<file path="src/pkg/pdc_pkg.sv">
// shared constants and types of the pll divider counter control
package pdc_pkg;
  localparam int ADDR_W = 10;
  localparam int DATA_W = 8;
  localparam int R_W = 14;
  localparam int A_W = 6;
  localparam int B_W = 13;
  localparam int PRE_W = 6;
  localparam int SYNC_W = 2;

  localparam logic [ADDR_W-1:0] ADDR_REF_LOW = 10'h011;
  localparam logic [ADDR_W-1:0] ADDR_REF_HIGH = 10'h012;
  localparam logic [ADDR_W-1:0] ADDR_SWALLOW = 10'h013;
  localparam logic [ADDR_W-1:0] ADDR_MAIN_LOW = 10'h014;
  localparam logic [ADDR_W-1:0] ADDR_MAIN_HIGH = 10'h015;
  localparam logic [ADDR_W-1:0] ADDR_CONTROL = 10'h016;

  localparam logic [7:0] RST_REF_LOW = 8'h01;
  localparam logic [5:0] RST_REF_HIGH = 6'h00;
  localparam logic [5:0] RST_SWALLOW = 6'h00;
  localparam logic [7:0] RST_MAIN_LOW = 8'h03;
  localparam logic [4:0] RST_MAIN_HIGH = 5'h00;
  localparam logic [7:0] RST_CONTROL = 8'h06;

  localparam int CTL_MIDSUPPLY = 7;
  localparam int CTL_RESET_REF = 6;
  localparam int CTL_RESET_FB = 5;
  localparam int CTL_RESET_ALL = 4;
  localparam int CTL_BYPASS = 3;
  localparam int CTL_PRE_HI = 2;
  localparam int CTL_PRE_LO = 0;

  localparam logic [2:0] PRE_FD1 = 3'h0;
  localparam logic [2:0] PRE_FD2 = 3'h1;
  localparam logic [2:0] PRE_DM2 = 3'h2;
  localparam logic [2:0] PRE_DM4 = 3'h3;
  localparam logic [2:0] PRE_DM8 = 3'h4;
  localparam logic [2:0] PRE_DM16 = 3'h5;
  localparam logic [2:0] PRE_DM32 = 3'h6;
  localparam logic [2:0] PRE_FD3 = 3'h7;

  localparam logic [PRE_W-1:0] P_1 = 6'h01;
  localparam logic [PRE_W-1:0] P_2 = 6'h02;
  localparam logic [PRE_W-1:0] P_3 = 6'h03;
  localparam logic [PRE_W-1:0] P_4 = 6'h04;
  localparam logic [PRE_W-1:0] P_8 = 6'h08;
  localparam logic [PRE_W-1:0] P_16 = 6'h10;
  localparam logic [PRE_W-1:0] P_32 = 6'h20;

  typedef struct packed {
    logic wr;
    logic rd;
    logic [ADDR_W-1:0] addr;
    logic [DATA_W-1:0] wdata;
  } pdc_reg_req_t;
endpackage

</file>
<file path="src/rtl/pdc_sync.sv">
// two-flop synchronisers with rising-edge pulses
`timescale 1ns/1ns
module pdc_sync #(
  parameter int WIDTH = 2
) (
  input wire logic clk,
  input wire logic reset,
  input wire logic [WIDTH-1:0] async_in,
  output logic [WIDTH-1:0] rise
);
  logic [WIDTH-1:0] meta;
  logic [WIDTH-1:0] stable;
  logic [WIDTH-1:0] last;

  genvar i;
  generate
    for (i = 0; i < WIDTH; i++) begin : g_bit
      // only the second flop reads meta
      always_ff @(posedge clk) begin
        if (reset) begin
          meta[i] <= 1'b0;
          stable[i] <= 1'b0;
          last[i] <= 1'b0;
          rise[i] <= 1'b0;
        end else begin
          meta[i] <= async_in[i];
          stable[i] <= meta[i];
          last[i] <= stable[i];
          rise[i] <= stable[i] & ~last[i];
        end
      end
    end
  endgenerate
endmodule

</file>
<file path="src/rtl/pdc_divider.sv">
// tick divider with hold, pulses once every ratio ticks
`timescale 1ns/1ns
module pdc_divider #(
  parameter int W = 14
) (
  input wire logic clk,
  input wire logic reset,
  input wire logic hold,
  input wire logic tick,
  input wire logic [W-1:0] ratio,
  output logic pulse
);
  logic [W-1:0] count;
  logic [W-1:0] last_count;

  // zero ratio treated as one so the divider never stalls
  assign last_count = (ratio == '0) ? '0 : ratio - 1'b1;

  always_ff @(posedge clk) begin
    if (reset || hold) begin
      count <= '0;
      pulse <= 1'b0;
    end else begin
      pulse <= 1'b0;
      if (tick) begin
        if (count >= last_count) begin
          count <= '0;
          pulse <= 1'b1;
        end else begin
          count <= count + 1'b1;
        end
      end
    end
  end
endmodule

</file>
<file path="src/rtl/pdc_top.sv">
// pll divider counters with their configuration registers
`timescale 1ns/1ns
module pdc_top (
  input wire logic clk,
  input wire logic reset,
  input wire pdc_pkg::pdc_reg_req_t reg_req,
  output logic [pdc_pkg::DATA_W-1:0] reg_rdata,
  input wire logic ref_clk_in,
  input wire logic vco_clk_in,
  output logic reference_pulse,
  output logic feedback_pulse,
  output logic prescaler_pulse,
  output logic charge_pump_midsupply,
  output logic fixed_divide_mode,
  output logic dual_modulus_mode
);
  import pdc_pkg::*;

  logic [7:0] reference_divider_low;
  logic [5:0] reference_divider_high;
  logic [5:0] swallow_count;
  logic [7:0] main_count_low;
  logic [4:0] main_count_high;
  logic [7:0] divider_control;

  logic [1:0] edge_rise;
  logic ref_tick;
  logic vco_tick;
  logic hold_ref;
  logic hold_fb;
  logic fixed_mode;
  logic [PRE_W-1:0] pre_base;
  logic [PRE_W-1:0] pre_modulus;
  logic [PRE_W-1:0] pre_count;
  logic pre_tick;
  logic [R_W-1:0] ref_ratio;
  logic [B_W-1:0] main_ratio;
  logic [B_W-1:0] main_value;
  logic [A_W-1:0] eff_swallow;
  logic [A_W-1:0] swallow_left;
  logic ref_div_pulse;
  logic main_div_pulse;

  function automatic logic is_fixed(input logic [2:0] code);
    is_fixed = (code == PRE_FD1) || (code == PRE_FD2) || (code == PRE_FD3);
  endfunction

  function automatic logic [PRE_W-1:0] base_of(input logic [2:0] code);
    case (code)
      PRE_FD1: base_of = P_1;
      PRE_FD2: base_of = P_2;
      PRE_DM2: base_of = P_2;
      PRE_DM4: base_of = P_4;
      PRE_DM8: base_of = P_8;
      PRE_DM16: base_of = P_16;
      PRE_DM32: base_of = P_32;
      PRE_FD3: base_of = P_3;
      default: base_of = P_1;
    endcase
  endfunction

  // register writes
  always_ff @(posedge clk) begin
    if (reset) begin
      reference_divider_low <= RST_REF_LOW;
      reference_divider_high <= RST_REF_HIGH;
      swallow_count <= RST_SWALLOW;
      main_count_low <= RST_MAIN_LOW;
      main_count_high <= RST_MAIN_HIGH;
      divider_control <= RST_CONTROL;
    end else if (reg_req.wr) begin
      case (reg_req.addr)
        ADDR_REF_LOW: reference_divider_low <= reg_req.wdata;
        ADDR_REF_HIGH: reference_divider_high <= reg_req.wdata[5:0];
        ADDR_SWALLOW: swallow_count <= reg_req.wdata[5:0];
        ADDR_MAIN_LOW: main_count_low <= reg_req.wdata;
        ADDR_MAIN_HIGH: main_count_high <= reg_req.wdata[4:0];
        ADDR_CONTROL: divider_control <= reg_req.wdata;
        default: ;
      endcase
    end
  end

  // register reads, unused bits and unmapped addresses read zero
  always_ff @(posedge clk) begin
    if (reset) begin
      reg_rdata <= 8'h00;
    end else if (reg_req.rd) begin
      case (reg_req.addr)
        ADDR_REF_LOW: reg_rdata <= reference_divider_low;
        ADDR_REF_HIGH: reg_rdata <= {2'h0, reference_divider_high};
        ADDR_SWALLOW: reg_rdata <= {2'h0, swallow_count};
        ADDR_MAIN_LOW: reg_rdata <= main_count_low;
        ADDR_MAIN_HIGH: reg_rdata <= {3'h0, main_count_high};
        ADDR_CONTROL: reg_rdata <= divider_control;
        default: reg_rdata <= 8'h00;
      endcase
    end
  end

  // reference and vco come from other domains; sampled edges only
  pdc_sync #(
    .WIDTH(SYNC_W)
  ) u_sync (
    .clk(clk),
    .reset(reset),
    .async_in({vco_clk_in, ref_clk_in}),
    .rise(edge_rise)
  );

  assign ref_tick = edge_rise[0];
  assign vco_tick = edge_rise[1];

  assign hold_ref = divider_control[CTL_RESET_REF] | divider_control[CTL_RESET_ALL];
  assign hold_fb = divider_control[CTL_RESET_FB] | divider_control[CTL_RESET_ALL];

  assign fixed_mode = is_fixed(divider_control[CTL_PRE_HI:CTL_PRE_LO]);
  assign pre_base = base_of(divider_control[CTL_PRE_HI:CTL_PRE_LO]);

  assign ref_ratio = {reference_divider_high, reference_divider_low};
  assign main_value = {main_count_high, main_count_low};

  // bypass ignored outside fixed divide mode
  assign main_ratio = (fixed_mode && divider_control[CTL_BYPASS]) ? 13'h0001 : main_value;

  // swallow limited to main count to keep the sequence defined
  assign eff_swallow = ({7'h00, swallow_count} > main_value) ?
                       main_value[A_W-1:0] : swallow_count;

  // extra vco cycle while swallow cycles remain
  assign pre_modulus = (!fixed_mode && swallow_left != '0) ?
                       pre_base + 1'b1 : pre_base;

  // reference divider
  pdc_divider #(
    .W(R_W)
  ) u_ref_div (
    .clk(clk),
    .reset(reset),
    .hold(hold_ref),
    .tick(ref_tick),
    .ratio(ref_ratio),
    .pulse(ref_div_pulse)
  );

  // prescaler
  always_ff @(posedge clk) begin
    if (reset || hold_fb) begin
      pre_count <= '0;
      pre_tick <= 1'b0;
    end else begin
      pre_tick <= 1'b0;
      if (vco_tick) begin
        if (pre_count >= pre_modulus - 1'b1) begin
          pre_count <= '0;
          pre_tick <= 1'b1;
        end else begin
          pre_count <= pre_count + 1'b1;
        end
      end
    end
  end

  // swallow counter, reloaded at each feedback period in dual modulus mode, held at zero in fixed divide mode
  always_ff @(posedge clk) begin
    if (reset || hold_fb) begin
      swallow_left <= fixed_mode ? '0 : eff_swallow;
    end else if (fixed_mode) begin
      swallow_left <= '0;
    end else if (main_div_pulse) begin
      swallow_left <= eff_swallow;
    end else if (pre_tick && swallow_left != '0) begin
      swallow_left <= swallow_left - 1'b1;
    end
  end

  // main counter counts prescaler periods
  pdc_divider #(
    .W(B_W)
  ) u_main_div (
    .clk(clk),
    .reset(reset),
    .hold(hold_fb),
    .tick(pre_tick),
    .ratio(main_ratio),
    .pulse(main_div_pulse)
  );

  // registered outputs
  always_ff @(posedge clk) begin
    if (reset) begin
      reference_pulse <= 1'b0;
      feedback_pulse <= 1'b0;
      prescaler_pulse <= 1'b0;
      charge_pump_midsupply <= 1'b0;
      fixed_divide_mode <= 1'b0;
      dual_modulus_mode <= 1'b0;
    end else begin
      reference_pulse <= ref_div_pulse;
      feedback_pulse <= main_div_pulse;
      prescaler_pulse <= pre_tick;
      charge_pump_midsupply <= divider_control[CTL_MIDSUPPLY];
      fixed_divide_mode <= fixed_mode;
      dual_modulus_mode <= ~fixed_mode;
    end
  end
endmodule

</file>
<file path="config.mk">
export PLATFORM = sky130hd
export DESIGN_NAME = pdc_top
export DESIGN_NICKNAME = d
export VERILOG_FILES = /design/src/pkg/pdc_pkg.sv /design/src/rtl/pdc_sync.sv /design/src/rtl/pdc_divider.sv /design/src/rtl/pdc_top.sv
export SDC_FILE = /design/constraint.sdc
export NUM_CORES = 1
export LEC_CHECK = 0
export BUFFER_PORTS_ARGS = -buffer_cell sky130_fd_sc_hd__buf_4
export CORE_UTILIZATION = 40
export CTS_CLUSTER_DIAMETER = 200
export CTS_CLUSTER_SIZE = 28
export DETAILED_ROUTE_END_ITERATION = 7
export GPL_TIMING_DRIVEN = 0
export SETUP_SLACK_MARGIN = 0.3
export SLEW_MARGIN = 5
export SYNTH_ARGS = -nofsm -noshare
export SYNTH_HDL_FRONTEND = slang
export SYNTH_SLANG_ARGS = --single-unit
</file>
<file path="constraint.sdc">
create_clock -name clk -period 5.1 [get_ports clk]
set_input_delay 0.51 -clock clk [delete_from_list [all_inputs] [get_ports clk]]
set_output_delay 0.51 -clock clk [all_outputs]
set_load 0.02 [all_outputs]
</file>
==> metrics.txt, run 1 <==
status complete, no violations; highest metal used met4; Die X 130 um; GRT overflow 0; first-pass GRT wire length 26.4 mm; CTS Root Cell clkbuf_16; RSZ-0062 raised after global routing no; port buffer count 34; IO Pins 38; Synth Area in XOR/XNOR 7.22%; fraction of registers with async set/reset 0%; Slew Viols, Final 0; Least-Margin Pin Slew 0.923 ns; commonest cells in the netlist dfxtp_1, nor2_1, nand2_1, ha_1, a21oi_1; GP Congestion 0.866; minimum clock period 4.25 ns; fraction of the mapped netlist area in adder cells 9.55%; First-pass DRT Iterations 5; Setup WS pre-CTS 0.750 ns; hold crit path type primary input to flop; Hold Buf Count CTS 0; Final nets 891; GRT Overall Usage 20.4%; period utilization 83.4%; setup TNS 0 ns; Critical Path Start divider_control[1]; Finished Cell Area 7400 um2; placed inst area 7070 um2; worst skew pair latency 0.37 ns; WP data required 5.37 ns; Die H 130 um; pwr/cell area 238 nW/um2; critical path fanouts, max 10; average wire per standard cell 15.6 um; CP startpoint kind flop; fin util 46.4%; register area share after synthesis 34.8%; crit path capture u_main_div.count[10]; Slew HR 38.0%; mux cell area share after synthesis 6.65%; met2 WL 7.05 mm; area delta synth->final 13.0%; number of DRC violations after detailed-routing iteration 0 374; Max VDD drop 0.000215 V; Synth warnings 0; FF-to-FF setup slack 0.85 ns; share of cells above drive strength 1 8.52%; CTS Buf Count 9; cell row count 46; count leader, synth dfxtp_1; DRC violations left 0; Gate Count Post-Synth 772; worst setup margin 0.847 ns; largest net degree at the start of global routing 21; post-route ant nets 0; predominant post-synthesis flop cell dfxtp_1; Reg2Reg Capture Point u_main_div.count[10]; Netlist cell types 55; Yosys reg bits 111; share of the synthesized area in the top cell type 32.1%; Num Clock Sinks 111; crit path DAT 4.52 ns; Max clock buf depth 2; CTS tree done; kind of critical path flop to flop; Post-Route WL 16.2 mm; Yosys top cell by area dfxtp_1; top cells by area, synth dfxtp_1, ha_1, mux2i_1; Leak Pwr 3.03 nW; die area 16900 um2; vias in the first global route 5136; post-synthesis net count 846; max cap viols 0; core area 15900 um2; vias per inst 5.27; number of synthesized flops with an enable pin 6; Setup crit end kind flop; R2R depth 18; routed vias 5474; initial antenna violation count 0; post-synthesis cell area 6550 um2; main combinational cell family by area after synthesis simple AND/OR/NAND/NOR gates; WL met1 8.44 mm; final hold violation count 0; clock-pin slew on the worst setup and hold paths 0.08 ns; compound-cell area share of the yosys netlist 14.4%; count of final setup violators 0; Setup Skew 0.0111 ns; H-tree Lvls 3; Synth Area per Inst 8.48 um2; Antenna Cells 0; worst r2r src divider_control[1]; metal3 WL 539 um; Starting Density 41.1%; max frequency 0.235 GHz; hpwl dp 12.1 mm; Post-Synth Simple-Gate Area 23.4%
==> routing by layer <==
| metal | global-route usage (%) | vias up |
|---|---|---|
| met3 | 3.73 | 11 |
| met1 | 29.5 | 2550 |
| met4 | 5.20 | 0 |
| met2 | 30.9 | 102 |
| met5 | 0 | - |
| li1 | - | 2811 |
==> layout make-up <==
cell class / count / area (um2)
clock inverter: 6 / 83.8
timing repair buffer: 34 / 255
multi-input combinational: 594 / 4010
sequential: 111 / 2280
buffer: 40 / 160
tap: 216 / 270
clock buffer: 10 / 239
inverter: 27 / 101
fill: 1618 / 8540
==> registers in the layout, indices dropped and copies added, names as in the netlist, 5 cells and up <==
name,count
main_count_high,5
pre_count,6
reg_rdata,8
divider_control,8
u_main_div.count,13
swallow_left,6
reference_divider_low,8
swallow_count,6
u_ref_div.count,14
main_count_low,8
pre_base,6
reference_divider_high,6
==> worst min-delay path by stage <==
| stage | startpoint | endpoint | slack (ns) | depth (start not counted) |
|---|---|---|---|---|
| 3_3_place_gp | u_sync.last[1] | u_sync.rise[1] | 0.37 | 1 |
| 5_1_grt | vco_clk_in | u_sync.meta[1] | 0.35 | 2 |
| 6_report | vco_clk_in | u_sync.meta[1] | 0.35 | 2 |
| 2_1_floorplan | u_sync.last[0] | u_sync.rise[0] | 0.37 | 1 |
| 4_1_cts | vco_clk_in | u_sync.meta[1] | 0.34 | 2 |
| 3_5_place_dp | u_sync.last[1] | u_sync.rise[1] | 0.37 | 1 |
==> metrics by stage <==
step	power (W)	hold slack (ns)	instances
floorplan	0.000969	0.367	772
global placement	0.00101	0.372	1022
detailed placement	0.00101	0.372	1022
CTS	0.00178	0.342	1038
global route	0.00182	0.351	1038
finish	0.00176	0.350	1038
==> cell usage in the layout (no fill, tap or decap), types with 4 or more instances in the layout <==
cell,count
clkbuf_16,9
o22ai_1,6
clkbuf_1,34
and3_1,9
nand3_1,18
nand4b_1,6
ha_1,50
mux2i_1,39
a22oi_1,11
mux2_2,4
o21a_1,4
or3_1,8
a211oi_1,17
xor2_1,29
dfxtp_1,105
nand2b_1,15
nor2b_1,19
and2_1,5
nor3_1,17
nor2_1,87
xnor2_1,25
a311oi_1,7
a21oi_1,47
buf_4,34
a211o_1,5
inv_1,27
o21ai_0,12
nand4_1,22
edfxtp_1,6
a21o_1,16
nand2_1,81
==> worst max-delay path, stage by stage (launching register included) <==
cell,delay [ns]
dfxtp_1,0.47
and3_1,0.28
or2_2,0.13
clkbuf_2,0.22
nand2_1,0.24
nand2_1,0.13
ha_1,0.23
o21ai_0,0.20
nor3_1,0.20
mux2_2,0.36
nand2_1,0.11
ha_1,0.26
a21o_1,0.16
a21o_1,0.17
a21oi_1,0.13
o21ai_0,0.10
a21o_1,0.22
clkbuf_1,0.25
a211oi_1,0.30
==> cell families after synthesis <==
family,after synthesis
AND/OR/NAND/NOR,309
AO/OA/AOI/OAI,138
flip-flops,111
buffers and inverters,67
XOR/XNOR,54
adder cells (fa/ha/maj),50
multiplexers,43
==> report_power, final <==
part	switching (W)	internal (W)
sequential	0.00000623	0.000884
clock	0.000362	0.000407
combinational	0.0000648	0.0000384
total	0.000433	0.00133
==> what timing repair did <==
| action | 4_1_cts | 5_1_grt |
|---|---|---|
| endpoints found under the hold margin | 0 | 0 |
| gates resized for setup | 0 | 2 |
| setup buffers | 0 | 0 |
| setup endpoints to repair | 0 | 4 |
(Power assumes the default switching activity.)
==> inputs of run 2 (changes only) <==
==> constraint.sdc (replaced) <==
create_clock -name clk -period 3.7 [get_ports clk]
set_input_delay 0.37 -clock clk [delete_from_list [all_inputs] [get_ports clk]]
set_output_delay 0.37 -clock clk [all_outputs]
set_load 0.02 [all_outputs]
==> metrics.txt, run 2 (same netlist as run 1, synthesis figures left out) <==
CTS Root Cell clkbuf_16; FF-to-FF setup slack 0.20 ns; average wire per standard cell 15.8 um; core area 15900 um2; count of final setup violators 0; Least-Margin Pin Slew 0.992 ns; Num Clock Sinks 111; CP dominant cell by count or4_4; Most flops, register u_ref_div.count; final hold violation count 0; Final nets 916; IO Pins 38; RSZ-0062 raised after global routing yes; CP Buf/Inv Count 1; Max clock buf depth 2; Setup Skew 0.0158 ns; Setup crit end kind flop; CTS Buf Count 9; pwr/cell area 300 nW/um2; Post-Route WL 16.8 mm; CTS tree done; crit-path cells or4_4 -> or4_4 -> or3_4 -> and2_4 -> ha_4 -> nand2b_4 -> a21o_1 -> a2111oi_4 -> o31ai_2 -> a211o_1 -> buf_8 -> nor2_1; commonest non-fill, non-tap cell in the layout dfxtp_1; Die H 130 um; GRT Overall Usage 20.5%; Slew HR 33.4%; first-pass GRT wire length 26.6 mm; Die X 130 um; Slew Viols, Final 0; DRC violations left 0; WP data required 4.01 ns; CP startpoint kind flop; initial antenna violation count 0; most frequent cells in the layout dfxtp_1, nand2_1, nor2_1, buf_4, ha_1; hpwl dp 12.1 mm; worst hold stages 2; worst setup margin 0.197 ns; Crit path max-delay family simple AND/OR/NAND/NOR gates; H-tree Lvls 3; number of DRC violations after detailed-routing iteration 0 277; period utilization 94.7%; cell row count 46; Max VDD drop 0.000237 V; First-pass DRT Iterations 5; clock-pin slew on the worst setup and hold paths 0.09 ns; vias per inst 5.32; Hold EP u_sync.meta[1]; Slowest-stage cell, CP or4_4; port buffer count 34; Setup WS pre-CTS -0.349 ns; fin util 50.5%; status complete, no violations; worst r2r src reference_divider_high[0]; GRT overflow 0; die area 16900 um2; crit path DAT 3.81 ns; Largest register FFs 14; routed vias 5655; Leak Pwr 3.22 nW; minimum clock period 3.50 ns; Hold Crit Start vco_clk_in; Largest regs u_ref_div.count (14), u_main_div.count (13); CP max stage delay 0.51 ns; max cap viols 0; share of cells above drive strength 1 20.4%; R2R depth 12; Reg2Reg Capture Point u_ref_div.count[4]; GP Congestion 0.847; hold crit path type primary input to flop; worst skew pair latency 0.37 ns; Starting Density 41.1%; critical path fanouts, max 5; kind of critical path flop to flop; post-route ant nets 0; largest net degree at the start of global routing 21; Antenna Cells 0; vias in the first global route 5208; max frequency 0.286 GHz; area delta synth->final 23.0%
## run 2: cell count changes in the layout (fill, tap and decap cells not counted), sizes merged
cell    previous run  this run
buf               39        68
clkbuf            45        40
inv               30        31
## run 2: how the worst max path moves through the flow
stage                     cells past startpoint                   end                      start
final                                        12    u_ref_div.count[4]  reference_divider_high[0]
after global routing                         13    u_ref_div.count[2]   reference_divider_low[6]
after CTS                                    13    u_ref_div.count[2]   reference_divider_low[6]
after detailed placement                     18   u_main_div.count[1]         divider_control[1]
after global placement                       18  u_main_div.count[12]         divider_control[1]
after floorplan                              12    u_ref_div.count[7]  reference_divider_high[1]
## run 2: per-stage QoR
stage / power (W) / cell area, um2 / std cells / TNS, ns / hold slack [ns]
2_1_floorplan: 0.00134 / 6630 / 772 / 0 / 0.367
3_3_place_gp: 0.00140 / 7150 / 1022 / -3.54 / 0.382
3_5_place_dp: 0.00140 / 7150 / 1022 / -3.43 / 0.382
4_1_cts: 0.00244 / 7770 / 1054 / 0 / 0.191
5_1_grt: 0.00250 / 8060 / 1063 / 0 / 0.222
6_report: 0.00242 / 8060 / 1063 / 0 / 0.199
## run 2: final cells by class
cell class	count	area (um2)
clock buffer	9	225
inverter	27	101
buffer	40	215
tap	216	270
sequential	111	2310
clock inverter	7	88.8
timing repair buffer	59	469
fill	1573	7890
multi-input combinational	594	4370
## run 2: worst register-to-register path: cells and delay by family (launching register included)
kind / cells / cell delay, ns
buffers and inverters: 1 / 0.18
and+or+nand+nor: 6 / 1.74
adders and majority gates: 1 / 0.20
DFF: 1 / 0.35
AOI/OAI and AO/OA: 4 / 0.98
## run 2: where the power goes
| group | switching [W] | leakage, nW | internal [W] |
|---|---|---|---|
| clock network | 0.000499 | 0.157 | 0.000543 |
| logic | 0.0000939 | 2.15 | 0.0000591 |
| registers | 0.00000755 | 0.914 | 0.00121 |
| total | 0.000601 | 3.22 | 0.00181 |
## run 2: timing repair
| action | 4_1_cts | 5_1_grt |
|---|---|---|
| pin swaps | 24 | 10 |
| setup endpoints to repair | 28 | 36 |
| cloned | 2 | 0 |
| buffers inserted | 14 | 9 |
| hold endpoints to repair | 0 | 0 |
| resized for setup | 53 | 59 |
| hold buffers | 0 | 0 |
## run 2: routing by layer
metal,up-vias,routed length [um],part of all wire [%],global-route usage (%)
met5,-,0,0,0
met2,120,7830,47,33.7
li1,2873,-,-,-
met1,2640,7940,47,27.4
met4,0,313,1.9,6.29
met3,22,693,4.1,3.53
